`config.mk`:
```
export PLATFORM = sky130hd
export DESIGN_NAME = fsg_top
export DESIGN_NICKNAME = d
export VERILOG_FILES = /design/src/hw/fsg_pkg.sv /design/src/hw/fsg_tick_if.sv /design/src/hw/fsg_tick_gen.sv /design/src/hw/fsg_top.sv
export SDC_FILE = /design/constraint.sdc
export NUM_CORES = 1
export LEC_CHECK = 0
export ABC_AREA = 0
export ABC_CLOCK_PERIOD_IN_PS = 3310
export CAP_MARGIN = 20
export CORE_UTILIZATION = 56
export CTS_BUF_LIST = sky130_fd_sc_hd__clkbuf_4 sky130_fd_sc_hd__clkbuf_8
export CTS_CLUSTER_SIZE = 24
export DETAILED_ROUTE_END_ITERATION = 8
export DONT_BUFFER_PORTS = 1
export GPL_ROUTABILITY_DRIVEN = 0
export PLACE_DENSITY = 0.71
export SLEW_MARGIN = 0
export SYNTH_ARGS = -nofsm -noshare
export SYNTH_HDL_FRONTEND = slang
export SYNTH_HIERARCHICAL = 1
export SYNTH_SLANG_ARGS = --single-unit
```
`constraint.sdc`:
```
create_clock -name hclk -period 3.31 [get_ports hclk]
set_input_delay 0.1655 -clock hclk [delete_from_list [all_inputs] [get_ports hclk]]
set_output_delay 0.1655 -clock hclk [all_outputs]
set_load 0.02 [all_outputs]
```
`src/hw/fsg_pkg.sv`:
```
// frame pulse generator: shared constants, register map and state types
// assumes a single 250 MHz bus clock shared by every module of the block
package fsg_pkg;
    // clock and back-channel timing
    localparam int CLK_PERIOD_NS = 4;
    localparam int BC_FRAME_BITS = 30;
    localparam int BC_BIT_SLOW_NS = 400;
    localparam int BC_BIT_FAST_NS = 20;
    localparam int TICK_W = 12;
    localparam logic [TICK_W-1:0] TICK_SLOW_CYC =
        TICK_W'(BC_FRAME_BITS * BC_BIT_SLOW_NS / CLK_PERIOD_NS);
    localparam logic [TICK_W-1:0] TICK_FAST_CYC =
        TICK_W'(BC_FRAME_BITS * BC_BIT_FAST_NS / CLK_PERIOD_NS);
    localparam logic [2:0] RATE_FAST = 3'h6;
    localparam logic [2:0] RATE_RST = 3'h0;
    // geometry
    localparam int NUM_PORTS = 4;
    localparam int NUM_SLOTS = 4;
    localparam int NUM_PINS = 8;
    // register indices, byte address is four times the index
    localparam logic [7:0] IDX_GEN_CTL = 8'h18;
    localparam logic [7:0] IDX_HIGH_HI = 8'h19;
    localparam logic [7:0] IDX_HIGH_LO = 8'h1a;
    localparam logic [7:0] IDX_LOW_HI = 8'h1b;
    localparam logic [7:0] IDX_LOW_LO = 8'h1c;
    localparam logic [7:0] IDX_PIN_CTL_BASE = 8'h20;
    localparam logic [7:0] IDX_RATE_BASE = 8'h28;
    localparam logic [7:0] IDX_STATUS = 8'h2c;
    localparam logic [7:0] IDX_NONE = 8'hff;
    // control field positions
    localparam int CTL_ON_BIT = 0;
    localparam int CTL_DUTY_BIT = 1;
    localparam int CTL_START_BIT = 2;
    localparam int CTL_SEL_LSB = 4;
    // reset values and codes
    localparam logic [7:0] GEN_CTL_RST = 8'h00;
    localparam logic [15:0] COUNT_RST = 16'h0000;
    localparam logic [7:0] PIN_CTL_RST = 8'h00;
    localparam logic [3:0] SLOT_SRC_FRAME = 4'ha;
    localparam logic [3:0] SEL_EXT_MIN = 4'h8;

    typedef enum logic [1:0] {
        GEN_IDLE = 2'b00,
        GEN_HIGH = 2'b01,
        GEN_LOW = 2'b10
    } fsg_gen_state_t;

    typedef enum logic [1:0] {
        DPH_NONE = 2'b00,
        DPH_WRITE = 2'b01,
        DPH_RD_WAIT = 2'b10,
        DPH_RD_OK = 2'b11
    } fsg_dphase_t;
endpackage : fsg_pkg

```
`src/hw/fsg_tick_if.sv`:
```
// carrier between the register/generator top and the per-port tick source
// assumes both ends run on the same bus clock
`timescale 1ns/100ps
interface fsg_tick_if;
    logic [fsg_pkg::NUM_PORTS-1:0][2:0] rate_sel;
    logic [fsg_pkg::NUM_PORTS-1:0] tick;
    modport gen (input rate_sel, output tick);
    modport ctl (output rate_sel, input tick);
endinterface : fsg_tick_if

```
`src/hw/fsg_tick_gen.sv`:
```
// per-port back-channel frame period tick source
// assumes rate selections are stable register outputs on the same clock
`timescale 1ns/100ps
module fsg_tick_gen (
    // clock and reset
    input wire logic hclk,
    input wire logic hresetn,
    // rate select in, ticks out
    fsg_tick_if.gen tick_bus
);
    genvar p;
    generate
        for (p = 0; p < fsg_pkg::NUM_PORTS; p++) begin : g_port
            logic [fsg_pkg::TICK_W-1:0] cnt_reg;
            logic [fsg_pkg::TICK_W-1:0] cnt_next;
            logic [fsg_pkg::TICK_W-1:0] period;
            logic tick_reg;
            logic tick_next;
            // one tick per back-channel frame; a lowered period wraps at once
            always_comb begin
                period = (tick_bus.rate_sel[p] == fsg_pkg::RATE_FAST) ?
                    fsg_pkg::TICK_FAST_CYC : fsg_pkg::TICK_SLOW_CYC;
                tick_next = (cnt_reg >= period - 12'h001);
                cnt_next = tick_next ? 12'h000 : cnt_reg + 12'h001;
            end
            // all ports leave reset together, so their frames start aligned
            always_ff @(posedge hclk or negedge hresetn) begin
                if (!hresetn) begin
                    cnt_reg <= 12'h000;
                    tick_reg <= 1'b0;
                end else begin
                    cnt_reg <= cnt_next;
                    tick_reg <= tick_next;
                end
            end
            assign tick_bus.tick[p] = tick_reg;

            property p_tick_gap;
                @(posedge hclk) disable iff (!hresetn)
                tick_reg |=> !tick_reg [*8];
            endproperty
            a_tick_gap: assert property (p_tick_gap)
                else $error("tick repeats faster than a back-channel frame");
        end
    endgenerate
endmodule : fsg_tick_gen

```
`src/hw/fsg_top.sv`:
```
// frame pulse generator top: ahb-lite registers, pin relay, pulse engine
// assumes one ahb-lite master and local pins asynchronous to hclk
// Notes on behaviour
// - any back-channel slot of any port can carry the frame pulse.
// - external mode relays a local pin to selected back-channel slots.
// - source select 0x8..0xf picks pins 0..7 while generator stays off.
// - a slot carries the pulse only if its control selects the pulse.
// - all ports' slots update on the same edge from one pulse.
// - setting generator on starts internal pulse generation.
// - source select chooses which port tick times the generator.
// - duty style picks fixed half/half or separate high and low counts.
// - tick equals back-channel frame period; slow rate gives 30 x 400 ns.
// - once on, the pulse repeats without further triggering.
// - low phase lasts low count ticks (high count in half/half duty), high phase high count ticks.
// - start level bit sets the first phase; zero starts low.
// - source select zero uses port 0 frame period as tick.
// - counts are 16 bits, upper and lower byte, high at 0x19/0x1a.
`timescale 1ns/100ps
module fsg_top (
    // clock and reset
    input wire logic hclk,
    input wire logic hresetn,
    // ahb-lite slave
    input wire logic hsel,
    input wire logic [31:0] haddr,
    input wire logic [1:0] htrans,
    input wire logic hwrite,
    input wire logic [2:0] hsize,
    input wire logic [31:0] hwdata,
    input wire logic hready,
    output logic hreadyout,
    output logic hresp,
    output logic [31:0] hrdata,
    // local general-purpose pins
    input wire logic [fsg_pkg::NUM_PINS-1:0] local_pin_in,
    // back-channel slots, port-major
    output logic [fsg_pkg::NUM_PORTS*fsg_pkg::NUM_SLOTS-1:0] backchan_slot_out,
    output logic frame_pulse_out
);
    localparam int NSLOT = fsg_pkg::NUM_PORTS * fsg_pkg::NUM_SLOTS;

    fsg_tick_if tick_bus ();

    fsg_tick_gen u_tick (
        .hclk(hclk),
        .hresetn(hresetn),
        .tick_bus(tick_bus)
    );

    // registers
    logic [7:0] pulse_gen_control_reg, pulse_gen_control_next;
    logic [15:0] pulse_high_count_reg, pulse_high_count_next;
    logic [15:0] pulse_low_count_reg, pulse_low_count_next;
    logic [7:0] pin_ctl_reg [0:2*fsg_pkg::NUM_PORTS-1];
    logic [7:0] pin_ctl_next [0:2*fsg_pkg::NUM_PORTS-1];
    logic [2:0] rate_reg [0:fsg_pkg::NUM_PORTS-1];
    logic [2:0] rate_next [0:fsg_pkg::NUM_PORTS-1];
    // bus phase
    fsg_pkg::fsg_dphase_t dph_reg, dph_next;
    logic [7:0] idx_reg, idx_next;
    logic [31:0] hrdata_reg, hrdata_next;
    logic [31:0] rd_val;
    logic addr_take;
    // generator
    fsg_pkg::fsg_gen_state_t state_reg, state_next;
    logic [15:0] left_reg, left_next;
    logic pulse_reg, pulse_next;
    logic [NSLOT-1:0] slot_reg, slot_next;
    logic [NSLOT-1:0] fp_mask;
    logic [fsg_pkg::NUM_PINS-1:0] pin_meta_reg, pin_sync_reg;
    logic [3:0] src_sel;
    logic gen_on, duty_half, start_high, gen_tick, ext_mode;
    logic [15:0] high_len, low_len;

    assign src_sel = pulse_gen_control_reg[fsg_pkg::CTL_SEL_LSB +: 4];
    assign gen_on = pulse_gen_control_reg[fsg_pkg::CTL_ON_BIT];
    assign duty_half = pulse_gen_control_reg[fsg_pkg::CTL_DUTY_BIT];
    assign start_high = pulse_gen_control_reg[fsg_pkg::CTL_START_BIT];
    assign ext_mode = !gen_on && (src_sel >= fsg_pkg::SEL_EXT_MIN);

    // tick source: port ticks for 0..3, none otherwise so the engine stalls
    assign gen_tick = (src_sel < 4'(fsg_pkg::NUM_PORTS)) ?
        tick_bus.tick[src_sel[1:0]] : 1'b0;
    // zero counts would wrap and run a phase for 65536 ticks, so they act as one tick
    assign high_len = (pulse_high_count_reg == 16'h0000) ? 16'h0001 : pulse_high_count_reg;
    assign low_len = duty_half ? high_len :
        ((pulse_low_count_reg == 16'h0000) ? 16'h0001 : pulse_low_count_reg);

    // ahb-lite data phase: writes need no wait, reads take one wait state
    // so the read mux always sees a write from the preceding transfer
    assign addr_take = hsel && htrans[1] && hready;
    always_comb begin
        dph_next = dph_reg;
        idx_next = idx_reg;
        hrdata_next = hrdata_reg;
        if (dph_reg == fsg_pkg::DPH_RD_WAIT) begin
            hrdata_next = rd_val;
            dph_next = fsg_pkg::DPH_RD_OK;
        end else if (addr_take) begin
            dph_next = hwrite ? fsg_pkg::DPH_WRITE : fsg_pkg::DPH_RD_WAIT;
            idx_next = (haddr[31:10] == 22'h000000 && haddr[1:0] == 2'h0) ?
                haddr[9:2] : fsg_pkg::IDX_NONE;
        end else begin
            dph_next = fsg_pkg::DPH_NONE;
        end
    end

    // read mux; unmapped and reserved bits read as zero
    always_comb begin
        rd_val = 32'h00000000;
        case (idx_reg)
            fsg_pkg::IDX_GEN_CTL: rd_val[7:0] = pulse_gen_control_reg;
            fsg_pkg::IDX_HIGH_HI: rd_val[7:0] = pulse_high_count_reg[15:8];
            fsg_pkg::IDX_HIGH_LO: rd_val[7:0] = pulse_high_count_reg[7:0];
            fsg_pkg::IDX_LOW_HI: rd_val[7:0] = pulse_low_count_reg[15:8];
            fsg_pkg::IDX_LOW_LO: rd_val[7:0] = pulse_low_count_reg[7:0];
            fsg_pkg::IDX_STATUS: rd_val[2:0] = {state_reg, pulse_reg};
            default: begin
                for (int i = 0; i < 2 * fsg_pkg::NUM_PORTS; i++) begin
                    if (idx_reg == fsg_pkg::IDX_PIN_CTL_BASE + 8'(i)) begin
                        rd_val[7:0] = pin_ctl_reg[i];
                    end
                end
                for (int i = 0; i < fsg_pkg::NUM_PORTS; i++) begin
                    if (idx_reg == fsg_pkg::IDX_RATE_BASE + 8'(i)) begin
                        rd_val[2:0] = rate_reg[i];
                    end
                end
            end
        endcase
    end

    // register writes in the data phase; low byte lane only
    always_comb begin
        pulse_gen_control_next = pulse_gen_control_reg;
        pulse_high_count_next = pulse_high_count_reg;
        pulse_low_count_next = pulse_low_count_reg;
        pin_ctl_next = pin_ctl_reg;
        rate_next = rate_reg;
        if (dph_reg == fsg_pkg::DPH_WRITE) begin
            case (idx_reg)
                fsg_pkg::IDX_GEN_CTL: pulse_gen_control_next = hwdata[7:0];
                fsg_pkg::IDX_HIGH_HI: pulse_high_count_next[15:8] = hwdata[7:0];
                fsg_pkg::IDX_HIGH_LO: pulse_high_count_next[7:0] = hwdata[7:0];
                fsg_pkg::IDX_LOW_HI: pulse_low_count_next[15:8] = hwdata[7:0];
                fsg_pkg::IDX_LOW_LO: pulse_low_count_next[7:0] = hwdata[7:0];
                default: begin
                    for (int i = 0; i < 2 * fsg_pkg::NUM_PORTS; i++) begin
                        if (idx_reg == fsg_pkg::IDX_PIN_CTL_BASE + 8'(i)) begin
                            pin_ctl_next[i] = hwdata[7:0];
                        end
                    end
                    for (int i = 0; i < fsg_pkg::NUM_PORTS; i++) begin
                        if (idx_reg == fsg_pkg::IDX_RATE_BASE + 8'(i)) begin
                            rate_next[i] = hwdata[2:0];
                        end
                    end
                end
            endcase
        end
    end

    // pulse engine; lengths are loaded only on phase entry
    always_comb begin
        state_next = state_reg;
        left_next = left_reg;
        case (state_reg)
            fsg_pkg::GEN_IDLE: begin
                if (gen_on) begin
                    state_next = start_high ? fsg_pkg::GEN_HIGH : fsg_pkg::GEN_LOW;
                    left_next = start_high ? high_len : low_len;
                end
            end
            fsg_pkg::GEN_HIGH: begin
                if (!gen_on) begin
                    state_next = fsg_pkg::GEN_IDLE;
                end else if (gen_tick) begin
                    if (left_reg == 16'h0001) begin
                        state_next = fsg_pkg::GEN_LOW;
                        left_next = low_len;
                    end else begin
                        left_next = left_reg - 16'h0001;
                    end
                end
            end
            fsg_pkg::GEN_LOW: begin
                if (!gen_on) begin
                    state_next = fsg_pkg::GEN_IDLE;
                end else if (gen_tick) begin
                    if (left_reg == 16'h0001) begin
                        state_next = fsg_pkg::GEN_HIGH;
                        left_next = high_len;
                    end else begin
                        left_next = left_reg - 16'h0001;
                    end
                end
            end
            default: state_next = fsg_pkg::GEN_IDLE;
        endcase
    end

    // pulse source: engine, synchronised pin, or quiet low
    always_comb begin
        if (gen_on) begin
            pulse_next = (state_next == fsg_pkg::GEN_HIGH);
        end else if (ext_mode) begin
            pulse_next = pin_sync_reg[src_sel[2:0]];
        end else begin
            pulse_next = 1'b0;
        end
    end

    // slot routing: each slot owns one nibble of its port's control pair
    genvar s;
    generate
        for (s = 0; s < NSLOT; s++) begin : g_slot
            localparam int PORT = s / fsg_pkg::NUM_SLOTS;
            localparam int SUB = s % fsg_pkg::NUM_SLOTS;
            assign fp_mask[s] = (pin_ctl_reg[2*PORT + SUB/2][4*(SUB%2) +: 4]
                == fsg_pkg::SLOT_SRC_FRAME);
            assign slot_next[s] = fp_mask[s] && pulse_reg;
        end
    endgenerate

    // every register lands on one edge, keeping all ports in step
    always_ff @(posedge hclk or negedge hresetn) begin
        if (!hresetn) begin
            dph_reg <= fsg_pkg::DPH_NONE;
            idx_reg <= fsg_pkg::IDX_NONE;
            hrdata_reg <= 32'h00000000;
            pulse_gen_control_reg <= fsg_pkg::GEN_CTL_RST;
            pulse_high_count_reg <= fsg_pkg::COUNT_RST;
            pulse_low_count_reg <= fsg_pkg::COUNT_RST;
            for (int i = 0; i < 2 * fsg_pkg::NUM_PORTS; i++) begin
                pin_ctl_reg[i] <= fsg_pkg::PIN_CTL_RST;
            end
            for (int i = 0; i < fsg_pkg::NUM_PORTS; i++) begin
                rate_reg[i] <= fsg_pkg::RATE_RST;
            end
            state_reg <= fsg_pkg::GEN_IDLE;
            left_reg <= 16'h0000;
            pulse_reg <= 1'b0;
            slot_reg <= '0;
            pin_meta_reg <= 8'h00;
            pin_sync_reg <= 8'h00;
        end else begin
            dph_reg <= dph_next;
            idx_reg <= idx_next;
            hrdata_reg <= hrdata_next;
            pulse_gen_control_reg <= pulse_gen_control_next;
            pulse_high_count_reg <= pulse_high_count_next;
            pulse_low_count_reg <= pulse_low_count_next;
            pin_ctl_reg <= pin_ctl_next;
            rate_reg <= rate_next;
            state_reg <= state_next;
            left_reg <= left_next;
            pulse_reg <= pulse_next;
            slot_reg <= slot_next;
            pin_meta_reg <= local_pin_in;
            pin_sync_reg <= pin_meta_reg;
        end
    end

    generate
        for (s = 0; s < fsg_pkg::NUM_PORTS; s++) begin : g_rate
            assign tick_bus.rate_sel[s] = rate_reg[s];
        end
    endgenerate

    assign hreadyout = (dph_reg != fsg_pkg::DPH_RD_WAIT);
    assign hresp = 1'b0;
    assign hrdata = hrdata_reg;
    assign backchan_slot_out = slot_reg;
    assign frame_pulse_out = pulse_reg;

    // checks
    property p_ext_relay;
        @(posedge hclk) disable iff (!hresetn)
        ext_mode |=> pulse_reg == $past(pin_sync_reg[src_sel[2:0]]);
    endproperty
    a_ext_relay: assert property (p_ext_relay)
        else $error("external pin not relayed to frame pulse");
    property p_slot_gate;
        @(posedge hclk) disable iff (!hresetn)
        1'b1 |=> (slot_reg & ~$past(fp_mask)) == '0;
    endproperty
    a_slot_gate: assert property (p_slot_gate)
        else $error("slot carries pulse without selecting it");
    property p_slot_sync;
        @(posedge hclk) disable iff (!hresetn)
        1'b1 |=> slot_reg == ($past(fp_mask) & {NSLOT{$past(pulse_reg)}});
    endproperty
    a_slot_sync: assert property (p_slot_sync)
        else $error("selected slots disagree with the pulse");
    property p_start_level;
        @(posedge hclk) disable iff (!hresetn)
        (state_reg == fsg_pkg::GEN_IDLE && gen_on) |=>
            (state_reg == (start_high ? fsg_pkg::GEN_HIGH : fsg_pkg::GEN_LOW));
    endproperty
    a_start_level: assert property (p_start_level)
        else $error("generator started at the wrong level");
    property p_off_idle;
        @(posedge hclk) disable iff (!hresetn)
        !gen_on |=> state_reg == fsg_pkg::GEN_IDLE;
    endproperty
    a_off_idle: assert property (p_off_idle)
        else $error("generator running while off");
    property p_phase_end;
        @(posedge hclk) disable iff (!hresetn)
        (gen_on && gen_tick && left_reg == 16'h0001 && state_reg == fsg_pkg::GEN_HIGH)
            |=> state_reg == fsg_pkg::GEN_LOW && left_reg == $past(low_len);
    endproperty
    a_phase_end: assert property (p_phase_end)
        else $error("high phase did not end into low phase");
    property p_tick_port0;
        @(posedge hclk) disable iff (!hresetn)
        src_sel == 4'h0 |-> gen_tick == tick_bus.tick[0];
    endproperty
    a_tick_port0: assert property (p_tick_port0)
        else $error("source zero not timed by port 0");
    property p_hold_count;
        @(posedge hclk) disable iff (!hresetn)
        (gen_on && !gen_tick && state_reg != fsg_pkg::GEN_IDLE) |=> $stable(left_reg);
    endproperty
    a_hold_count: assert property (p_hold_count)
        else $error("phase length changed between ticks");
    property p_pulse_level;
        @(posedge hclk) disable iff (!hresetn)
        $past(gen_on) |-> pulse_reg == (state_reg == fsg_pkg::GEN_HIGH);
    endproperty
    a_pulse_level: assert property (p_pulse_level)
        else $error("pulse level disagrees with phase");
    c_high_to_low: cover property (@(posedge hclk) disable iff (!hresetn)
        state_reg == fsg_pkg::GEN_HIGH ##1 state_reg == fsg_pkg::GEN_LOW);
    c_ext_mode: cover property (@(posedge hclk) disable iff (!hresetn)
        ext_mode && pulse_reg && slot_reg != '0);
    c_read: cover property (@(posedge hclk) disable iff (!hresetn)
        dph_reg == fsg_pkg::DPH_RD_WAIT ##1 dph_reg == fsg_pkg::DPH_RD_OK);
endmodule : fsg_top
```
After elaboration in Yosys (flattened, before gate mapping) --
Cells that the tools add are included.
Word-level totals: input port bits 82, memories kept 0, bits in read-only memories 0, word-level logic and storage cells 204, bits in latches 0, bits in registers 237, RAM bits 0
Cells by class: $mul 0, reductions and logical operators 47, divide/modulo/power cells 0, mux-type cells 54, bitwise operators 2, add/sub/neg operators 9, magnitude comparators 8, equal/unequal tests 50, shift-type cells 0
Operator list (count):
- $mux W16 | 11
- $eq A8 B6 Y1 const B | 13
- $mux W12 | 8
- $mux W8 | 9
- $eq A4 B4 Y1 const B | 16
- $add A12 B1 Y12 const B | 4
- $ge A12 B12 Y1 | 4
- $pmux W16 S3 | 1
- $sub A12 B1 Y12 const B | 4
- $eq A8 B5 Y1 const B | 5
- $reduce_and A3 Y1 | 12
- $logic_not A16 Y1 | 2
- $pmux W5 S6 | 1
- $logic_not A22 Y1 | 1
- $mux W2 | 11
- $logic_and A1 B1 Y1 | 20
- $pmux W3 S6 | 1
- $eq A16 B1 Y1 const B | 1
- $sub A16 B1 Y16 const B | 1
- $eq A3 B3 Y1 const B | 4
- $mux W3 | 4
- $ne A2 B2 Y1 const B | 6
- $reduce_and A2 Y1 | 6
- $eq A2 B1 Y1 const B | 3
- 15 further kinds | 22

Longest topological paths before layout --
Gate-level depths: netlist (run 1).
depth after elaboration 14, mapped depth 9, depth with buffers taken out 8

By module --
Netlist (run 1), hierarchy kept.
By module, submodules not included:
- fsg_top | area an instance 9500.4 µm², sequential area each 4639.4 µm², cells an instance 850, instances 1
- fsg_tick_gen | area an instance 2627.5 µm², sequential area each 1301.2 µm², cells an instance 273, instances 1

Least setup slack after synthesis (run 1) --
No wires, ideal clock.
path kind register to register, start register idx_reg[5], end register hrdata_reg[2], in the netlist hrdata[2], cell stages (with the launch flop) 8, slack 1052 ps, arrival 2177 ps, setup time 80 ps, path buffers 1, clock period less this slack 2258 ps, required time 3230 ps, path through dfstp_2 -> or4b_4 -> or3_1 -> clkbuf_2 -> o32a_1 -> a2111oi_0 -> a2111oi_0 -> o21ai_1
Between the ends: longest elaborated chain between the ends 14, elaborated cells on any way between the ends 31, classes of those cells eq/ne: 18; mux: 13
RTL lines:
- start: declaration | RTL line fsg_top.sv:60 | logic [7:0] idx_reg, idx_next;
- start signal: assignment | RTL line fsg_top.sv:229 | idx_reg <= fsg_pkg::IDX_NONE;
- start signal: assignment | RTL line fsg_top.sv:248 | idx_reg <= idx_next;
- $eq A8 B6 Y1 | RTL line fsg_top.sv:120 | if (idx_reg == fsg_pkg::IDX_PIN_CTL_BASE + 8'(i)) begin
- $mux W8 (8 in series) | RTL line fsg_top.sv:120
- $mux W3 (4 in series) | RTL line fsg_top.sv:125 | if (idx_reg == fsg_pkg::IDX_RATE_BASE + 8'(i)) begin
- $pmux W3 S6 (*) | RTL line fsg_top.sv:111 | case (idx_reg)
- end signal: assignment | RTL line fsg_top.sv:249 | hrdata_reg <= hrdata_next;
- end: declaration | RTL line fsg_top.sv:61 | logic [31:0] hrdata_reg, hrdata_next;
Every way passes the cells marked *; elsewhere a longest branch is shown, timed or not. A chain may end at the register's enable or synchronous reset.

Worst setup path after layout (run 1) --
Same ends and word-level chain as after synthesis.

==> flow_summary.yaml, run 1 <==
power_and_ir_drop:
  leakagePower_nw: 5.869
  switching_share_pct: 29.75
  power_frac_comb_pct: 17.3
  internal-power_w: 0.005313
  switching_power_w: 0.002250
  seqPwrFrac_pct: 45.1
  power.share.clock_pct: 37.6
  irDropWorstVdd_mv: 0.3440
  power.density_nw_per_um2: 562.9
  report.power.total_w: 0.007563
critical_path:
  worstPathMaxFanout: 7
  startpoint_type: "flop"
  worstPathArrival_ns: 3.09
  max_stage_delay_ns: 0.67
  crit_chain: "or4b_4 -> or3_1 -> a21oi_1 -> a2111oi_0 -> a2111oi_0 -> o21ai_1"
  rrSetupSlack_ns: 0.60
  cpMostUsedCell: "a2111oi_0"
  cp.required_ns: 3.69
  cp_top_family: "compound AO/OA/AOI/OAI gates"
  slowest_stage: "a2111oi_0"
  end_kind: "flop"
  cp_num_buf_inv: 0
  path_class: "reg2reg"
placement:
  io_buffers: 0
  dp_hpwl_mm: 19.19
synthesis:
  synth_top_cell_by_area: "dfrtp_1"
  yosysTopAreaCellShare_pct: 47.25
  synthArstFlopShare_pct: 100.0
  yosys_warnings: 6
  synth_area_leaders: "dfrtp_1, mux2_2, nor2_1"
  syn_area_sq_um: 12130
  synth_edf_count: 0
  synth_area_per_cell_sq_um: 10.80
  ys_seq_area_share_pct: 48.98
  syn_inst: 1123
  synth.distinct_cells: 77
  ys_ff_latch: 237
  ys.flop_type: "dfrtp_1"
cells_and_area:
  register_area_sq_um: 5941
  multiInputGateArea_sq_um: 5771
  final_common_cell: "dfrtp_1"
  fillers: 1738
  fin_util_pct: 63.51
  final_cell_mix: "dfrtp_1, mux2_2, nor2_1"
  area_growth_pct: 10.78
  diodes: 0
  nets: 1249
  drive_gt1_share_pct: 21.43
  largest_reg_flops: 64
routing:
  vias: 8927
  routed_wl_mm: 28.25
  drtIter0Drc: 615
  top_layer_used: "met4"
  wl_per_cell_um: 19.35
  wl_met2_mm: 13.01
  drc: 0
  wl_met1_mm: 12.96
  postRouteAntennaNets: 0
  met3_length_mm: 1.659
  viasPerCell: 6.114
  firstDrtPassIters: 5
status:
  violations: "negative hold slack"
  status: "finished, violations left"
grt:
  overflow: 0
  grt_pass1_wl_mm: 45.35
  grt_pass1_vias: 8588
  antenna_found_initial: 0
  grt_usage_pct: 26.10
  grt_max_degree: 238
clock_tree:
  clockBufferDepth: 3
  hold_buffers: 28
  htree_levels: 2
  clk_pin_slew_ns: 0.06
  cts-root-buf: "clkbuf_8"
  clk_latency_ns: 0.54
  ctsResizeCount: 0
  cts_setup_buffers: 0
  cts_tree: "built"
  cts_buffers: 41
  numClockSinks: 237
sta:
  finalSetupViolations: 0
  fin_skew_ns: 0.01824
  fmax_mhz: 369.0
  final.setup.tns_ns: 0
  drv_slew: 0
  tightestPinTransition_ns: 1.079
  slew_headroom_pct: 27.74
  fin_crit_ns: 2.710
  holdWs_ns: -0.6639
  grt_setup_unrepaired: "false"
  post-route-period-util_pct: 81.88
  hold_viol_final: 237
job:
  maxCapViolCount: 0
die:
  rows: 53
  boundaryPins: 133
  die_height_um: 149.2
  initial_core_util_pct: 57.33
  core-area_sq_um: 21150
  dieArea_sq_um: 22250
  dieWidth_um: 149.2
hold_path:
  hp-class: "in2async"
synthesized netlist by cell type (4+ instances only):
cell and n:
a211o_1 4, a211oi_1 12, a21o_1 7, a21oi_1 46, a221oi_1 6, a22oi_1 16, a31oi_1 8, and3_1 9
and3b_1 4, buf_2 8, buf_4 29, clkbuf_1 38, dfrtp_1 229, dfstp_2 8, ha_1 10, inv_1 16
mux2_2 127, mux2i_1 18, mux4_2 12, nand2_1 66, nand2b_1 8, nand3_1 31, nand4_1 10, nand4b_1 19
nor2_1 123, nor2_2 4, nor2b_1 20, nor3_1 20, nor3b_1 7, nor4_1 15, o211ai_1 5, o21ai_0 50
o22a_1 7, o22ai_1 8, o31ai_1 9, or3_1 5, xnor2_1 16, xor2_1 29
stage by stage:
step | area (sq um) | hold WS [ns] | setup slack [ns] | cells
CTS | 13440 | -0.6875 | 0.6285 | 1460
detailed placement | 12260 | -0.1150 | 0.6593 | 1361
finish | 13440 | -0.6639 | 0.5997 | 1460
global route | 13440 | -0.6897 | 0.2867 | 1460
global placement | 12260 | -0.1167 | 0.6902 | 1361
floorplan | 12220 | -0.1301 | 1.052 | 1147
cells by family after synthesis:
family | after synthesis | synth area share, %
AO/OA/AOI/OAI | 218 | 12.08
XOR/XNOR | 45 | 3.250
adder cells (fa/ha/maj) | 10 | 1.032
buffers and inverters | 97 | 4.178
flip-flops | 237 | 48.98
multiplexers | 157 | 15.51
other | 1 | 0.03092
AND/OR/NAND/NOR | 358 | 14.94
worst register-to-register path: stages, from the launching register on:
cell and delay [ns]:
dfstp_2 0.56, or4b_4 0.49, or3_1 0.45, a21oi_1 0.18, a2111oi_0 0.09, a2111oi_0 0.67, o21ai_1 0.12
metal layers:
layer | vias up | global-route usage [%]
met2 | 255 | 39.98
met1 | 4484 | 37.37
met3 | 59 | 5.321
met5 | - | 0
met4 | 0 | 8.010
li1 | 4129 | -
final cells by class:
class                           instances  area share (%)
Clock buffer                           65           6.193
Clock inverter                          6          0.4563
Inverter                               17          0.4749
Multi-Input combinational cell        813           42.95
Sequential cell                       237           44.22
Tap cell                              275           2.561
Timing Repair Buffer                   47           3.148
power by group through the flow:
| stage | sequential [W] | clock, W | combinational, W |
|---|---|---|---|
| final | 0.00341 | 0.00284 | 0.00131 |
| after detailed placement | 0.00345 | 0 | 0.00124 |
| after global placement | 0.00345 | 0 | 0.00121 |
| after CTS | 0.00341 | 0.00290 | 0.00130 |
| after floorplan | 0.00337 | 0 | 0.00101 |
| after global routing | 0.00344 | 0.00302 | 0.00145 |
path summary, 6_finish.rpt:
check / startpoint / end / cells past startpoint
min: hresetn / left_reg[12]$_DFFE_PN0P_ / 0
max: idx_reg[5]$_DFFE_PN1P_ / hrdata[2]$_DFFE_PN0P_ / 6
min reg2reg: pin_meta_reg[3]$_DFF_PN0_ / pin_sync_reg[3]$_DFF_PN0_ / 0
max reg2reg: idx_reg[5]$_DFFE_PN1P_ / hrdata[2]$_DFFE_PN0P_ / 6
max in group asynchronous: hresetn / idx_reg[1]$_DFFE_PN1P_ / 0
min in group hclk: haddr[23] / idx_reg[0]$_DFFE_PN1P_ / 3
(Power assumes the default switching activity.)
==> run 2: changes to the inputs <==
--- a/config.mk
+++ b/config.mk
@@ -6,7 +6,7 @@
 export NUM_CORES = 1
 export LEC_CHECK = 0
 export ABC_AREA = 0
-export ABC_CLOCK_PERIOD_IN_PS = 3310
+export ABC_CLOCK_PERIOD_IN_PS = 2200
 export CAP_MARGIN = 20
 export CORE_UTILIZATION = 56
 export CTS_BUF_LIST = sky130_fd_sc_hd__clkbuf_4 sky130_fd_sc_hd__clkbuf_8
@@ -14,7 +14,7 @@
 export DETAILED_ROUTE_END_ITERATION = 8
 export DONT_BUFFER_PORTS = 1
 export GPL_ROUTABILITY_DRIVEN = 0
-export PLACE_DENSITY = 0.71
+export PLACE_DENSITY = 0.74
 export SLEW_MARGIN = 0
 export SYNTH_ARGS = -nofsm -noshare
 export SYNTH_HDL_FRONTEND = slang
==> constraint.sdc (replaced) <==
create_clock -name hclk -period 2.2 [get_ports hclk]
set_input_delay 0.11 -clock hclk [delete_from_list [all_inputs] [get_ports hclk]]
set_output_delay 0.11 -clock hclk [all_outputs]
set_load 0.02 [all_outputs]
==> flow_summary.yaml, run 2 (same netlist as run 1, synthesis figures left out) <==
power_and_ir_drop:
  internal-power_w: 0.007970
  leakagePower_nw: 6.154
  switching_power_w: 0.003397
  irDropWorstVdd_mv: 0.5719
  power.density_nw_per_um2: 815.2
  switching_share_pct: 29.88
  power_frac_comb_pct: 19.6
  power.share.clock_pct: 35.4
  seqPwrFrac_pct: 45.1
  report.power.total_w: 0.01137
sta:
  post-route-period-util_pct: 100.3
  finalSetupViolations: 2
  fmax_mhz: 453.2
  grt_setup_unrepaired: "true"
  holdWs_ns: -0.7187
  hold_viol_final: 237
  tightestPinTransition_ns: 0.8486
  drv_slew: 0
  fin_crit_ns: 2.207
  slew_headroom_pct: 43.24
  final.setup.worst_slack_ns: -0.006556
  final.setup.tns_ns: -0.008529
  fin_skew_ns: 0.02638
critical_path:
  worstPathArrival_ns: 2.64
  path_class: "reg2reg"
  startpoint_type: "flop"
  end_kind: "flop"
  cp.required_ns: 2.63
  worstPathMaxFanout: 12
routing:
  vias: 9230
  routed_wl_mm: 29.41
  wl_per_cell_um: 19.44
  drtIter0Drc: 739
  firstDrtPassIters: 6
  drc: 0
  viasPerCell: 6.100
  postRouteAntennaNets: 0
cells_and_area:
  multiInputGateArea_sq_um: 5839
  largest_reg_flops: 64
  final_common_cell: "dfrtp_1"
  register_area_sq_um: 5942
  diodes: 0
  final_cell_mix: "dfrtp_1, mux2_2, nor2_1"
  fillers: 1590
  area_growth_pct: 14.97
  drive_gt1_share_pct: 26.09
  nets: 1304
die:
  die_height_um: 149.2
  rows: 53
  dieWidth_um: 149.2
  boundaryPins: 133
  core-area_sq_um: 21150
  initial_core_util_pct: 57.33
  dieArea_sq_um: 22250
clock_tree:
  clk_latency_ns: 0.54
  clk_pin_slew_ns: 0.07
  cts-root-buf: "clkbuf_8"
  cts_tree: "built"
  hold_buffers: 28
  numClockSinks: 237
  cts_buffers: 39
  htree_levels: 2
  clockBufferDepth: 3
grt:
  grt_pass1_vias: 8953
  antenna_found_initial: 0
  grt_max_degree: 238
  overflow: 0
  grt_usage_pct: 27.04
  grt_pass1_wl_mm: 47.08
job:
  maxCapViolCount: 0
status:
  status: "finished, violations left"
  violations: "negative hold slack, negative setup slack"
placement:
  dp_hpwl_mm: 19.79
  io_buffers: 0
hold_path:
  hp-class: "in2async"
## run 2: cell types whose count changed in the layout (fill, tap and decap cells not counted), moves of 2 or more
| cell | delta |
|---|---|
| nor2_1 | -3 |
| ha_2 | +2 |
| nor2_2 | +3 |
| buf_6 | +2 |
| buf_12 | +6 |
| a2111oi_0 | -3 |
| buf_4 | +49 |
| clkinv_2 | +4 |
| a2111oi_1 | +2 |
| clkbuf_8 | -5 |
| ha_1 | -2 |
## run 2: area by class of cell
class,instances,share of cell area (%)
multi-input combinational,813,41.88
inverter,17,0.4576
tap,275,2.468
clock buffer,59,5.420
timing repair buffer,104,6.694
sequential,237,42.61
clock inverter,8,0.4666
## run 2: path summary, 6_finish.rpt
kind	start	to	slack, ns	cells after the start
min	hresetn	left_reg[9]$_DFFE_PN0P_	-0.72	0
max	idx_reg[0]$_DFFE_PN1P_	hrdata[0]$_DFFE_PN0P_	-0.007	6
min in group hclk	haddr[23]	idx_reg[3]$_DFFE_PN1P_	0.10	3
max reg2reg	idx_reg[0]$_DFFE_PN1P_	hrdata[0]$_DFFE_PN0P_	-0.007	6
min reg2reg	pin_meta_reg[1]$_DFF_PN0_	pin_sync_reg[1]$_DFF_PN0_	0.35	0
max in group asynchronous	hresetn	pin_ctl_reg[62]$_DFFE_PN0P_	2.26	0
## run 2: through the flow
step / cells / utilization, % / hold slack (ns) / cell area, sq um / worst slack (ns)
2_1_floorplan: 1147 / - / -0.1856 / 12220 / -0.02412
3_3_place_gp: 1417 / 60.31 / -0.1707 / 12760 / -0.1389
3_5_place_dp: 1417 / 60.31 / -0.1700 / 12760 / -0.1215
4_1_cts: 1513 / 65.71 / -0.7352 / 13900 / -0.02400
5_1_grt: 1513 / 65.91 / -0.7440 / 13940 / -0.09358
6_report: 1513 / 65.91 / -0.7187 / 13940 / -0.006556
## run 2: routing by layer
layer | wire length, um | track usage (%) | share of wire (%) | vias up
met5 | 0 | 0 | 0 | -
met4 | 476 | 7.194 | 1.6 | 0
met3 | 1983 | 5.657 | 6.7 | 43
met2 | 14030 | 42.42 | 48 | 319
met1 | 12920 | 38.14 | 44 | 4644
li1 | - | - | - | 4224
## run 2: timing repair
item,4_1_cts,5_1_grt
gates resized for setup,9,14
pin swaps,2,5
endpoints found under the hold margin,371,237
setup endpoints to repair,45,93
setup buffers,1,0
## run 2: worst max-delay path, stage by stage, from the launching register on
cell and delay, ns:
dfstp_2 0.62, buf_12 0.16, mux4_2 0.51, a22o_1 0.20, a311oi_1 0.33, o311ai_2 0.16, o21a_1 0.12
## run 2: power by group through the flow
| stage | clock network (W) | registers [W] | logic (W) |
|---|---|---|---|
| after global routing | 0.00430 | 0.00517 | 0.00245 |
| after CTS | 0.00411 | 0.00511 | 0.00218 |
| final | 0.00402 | 0.00512 | 0.00223 |
| after detailed placement | 0 | 0.00519 | 0.00209 |
| after floorplan | 0 | 0.00507 | 0.00152 |
| after global placement | 0 | 0.00518 | 0.00203 |
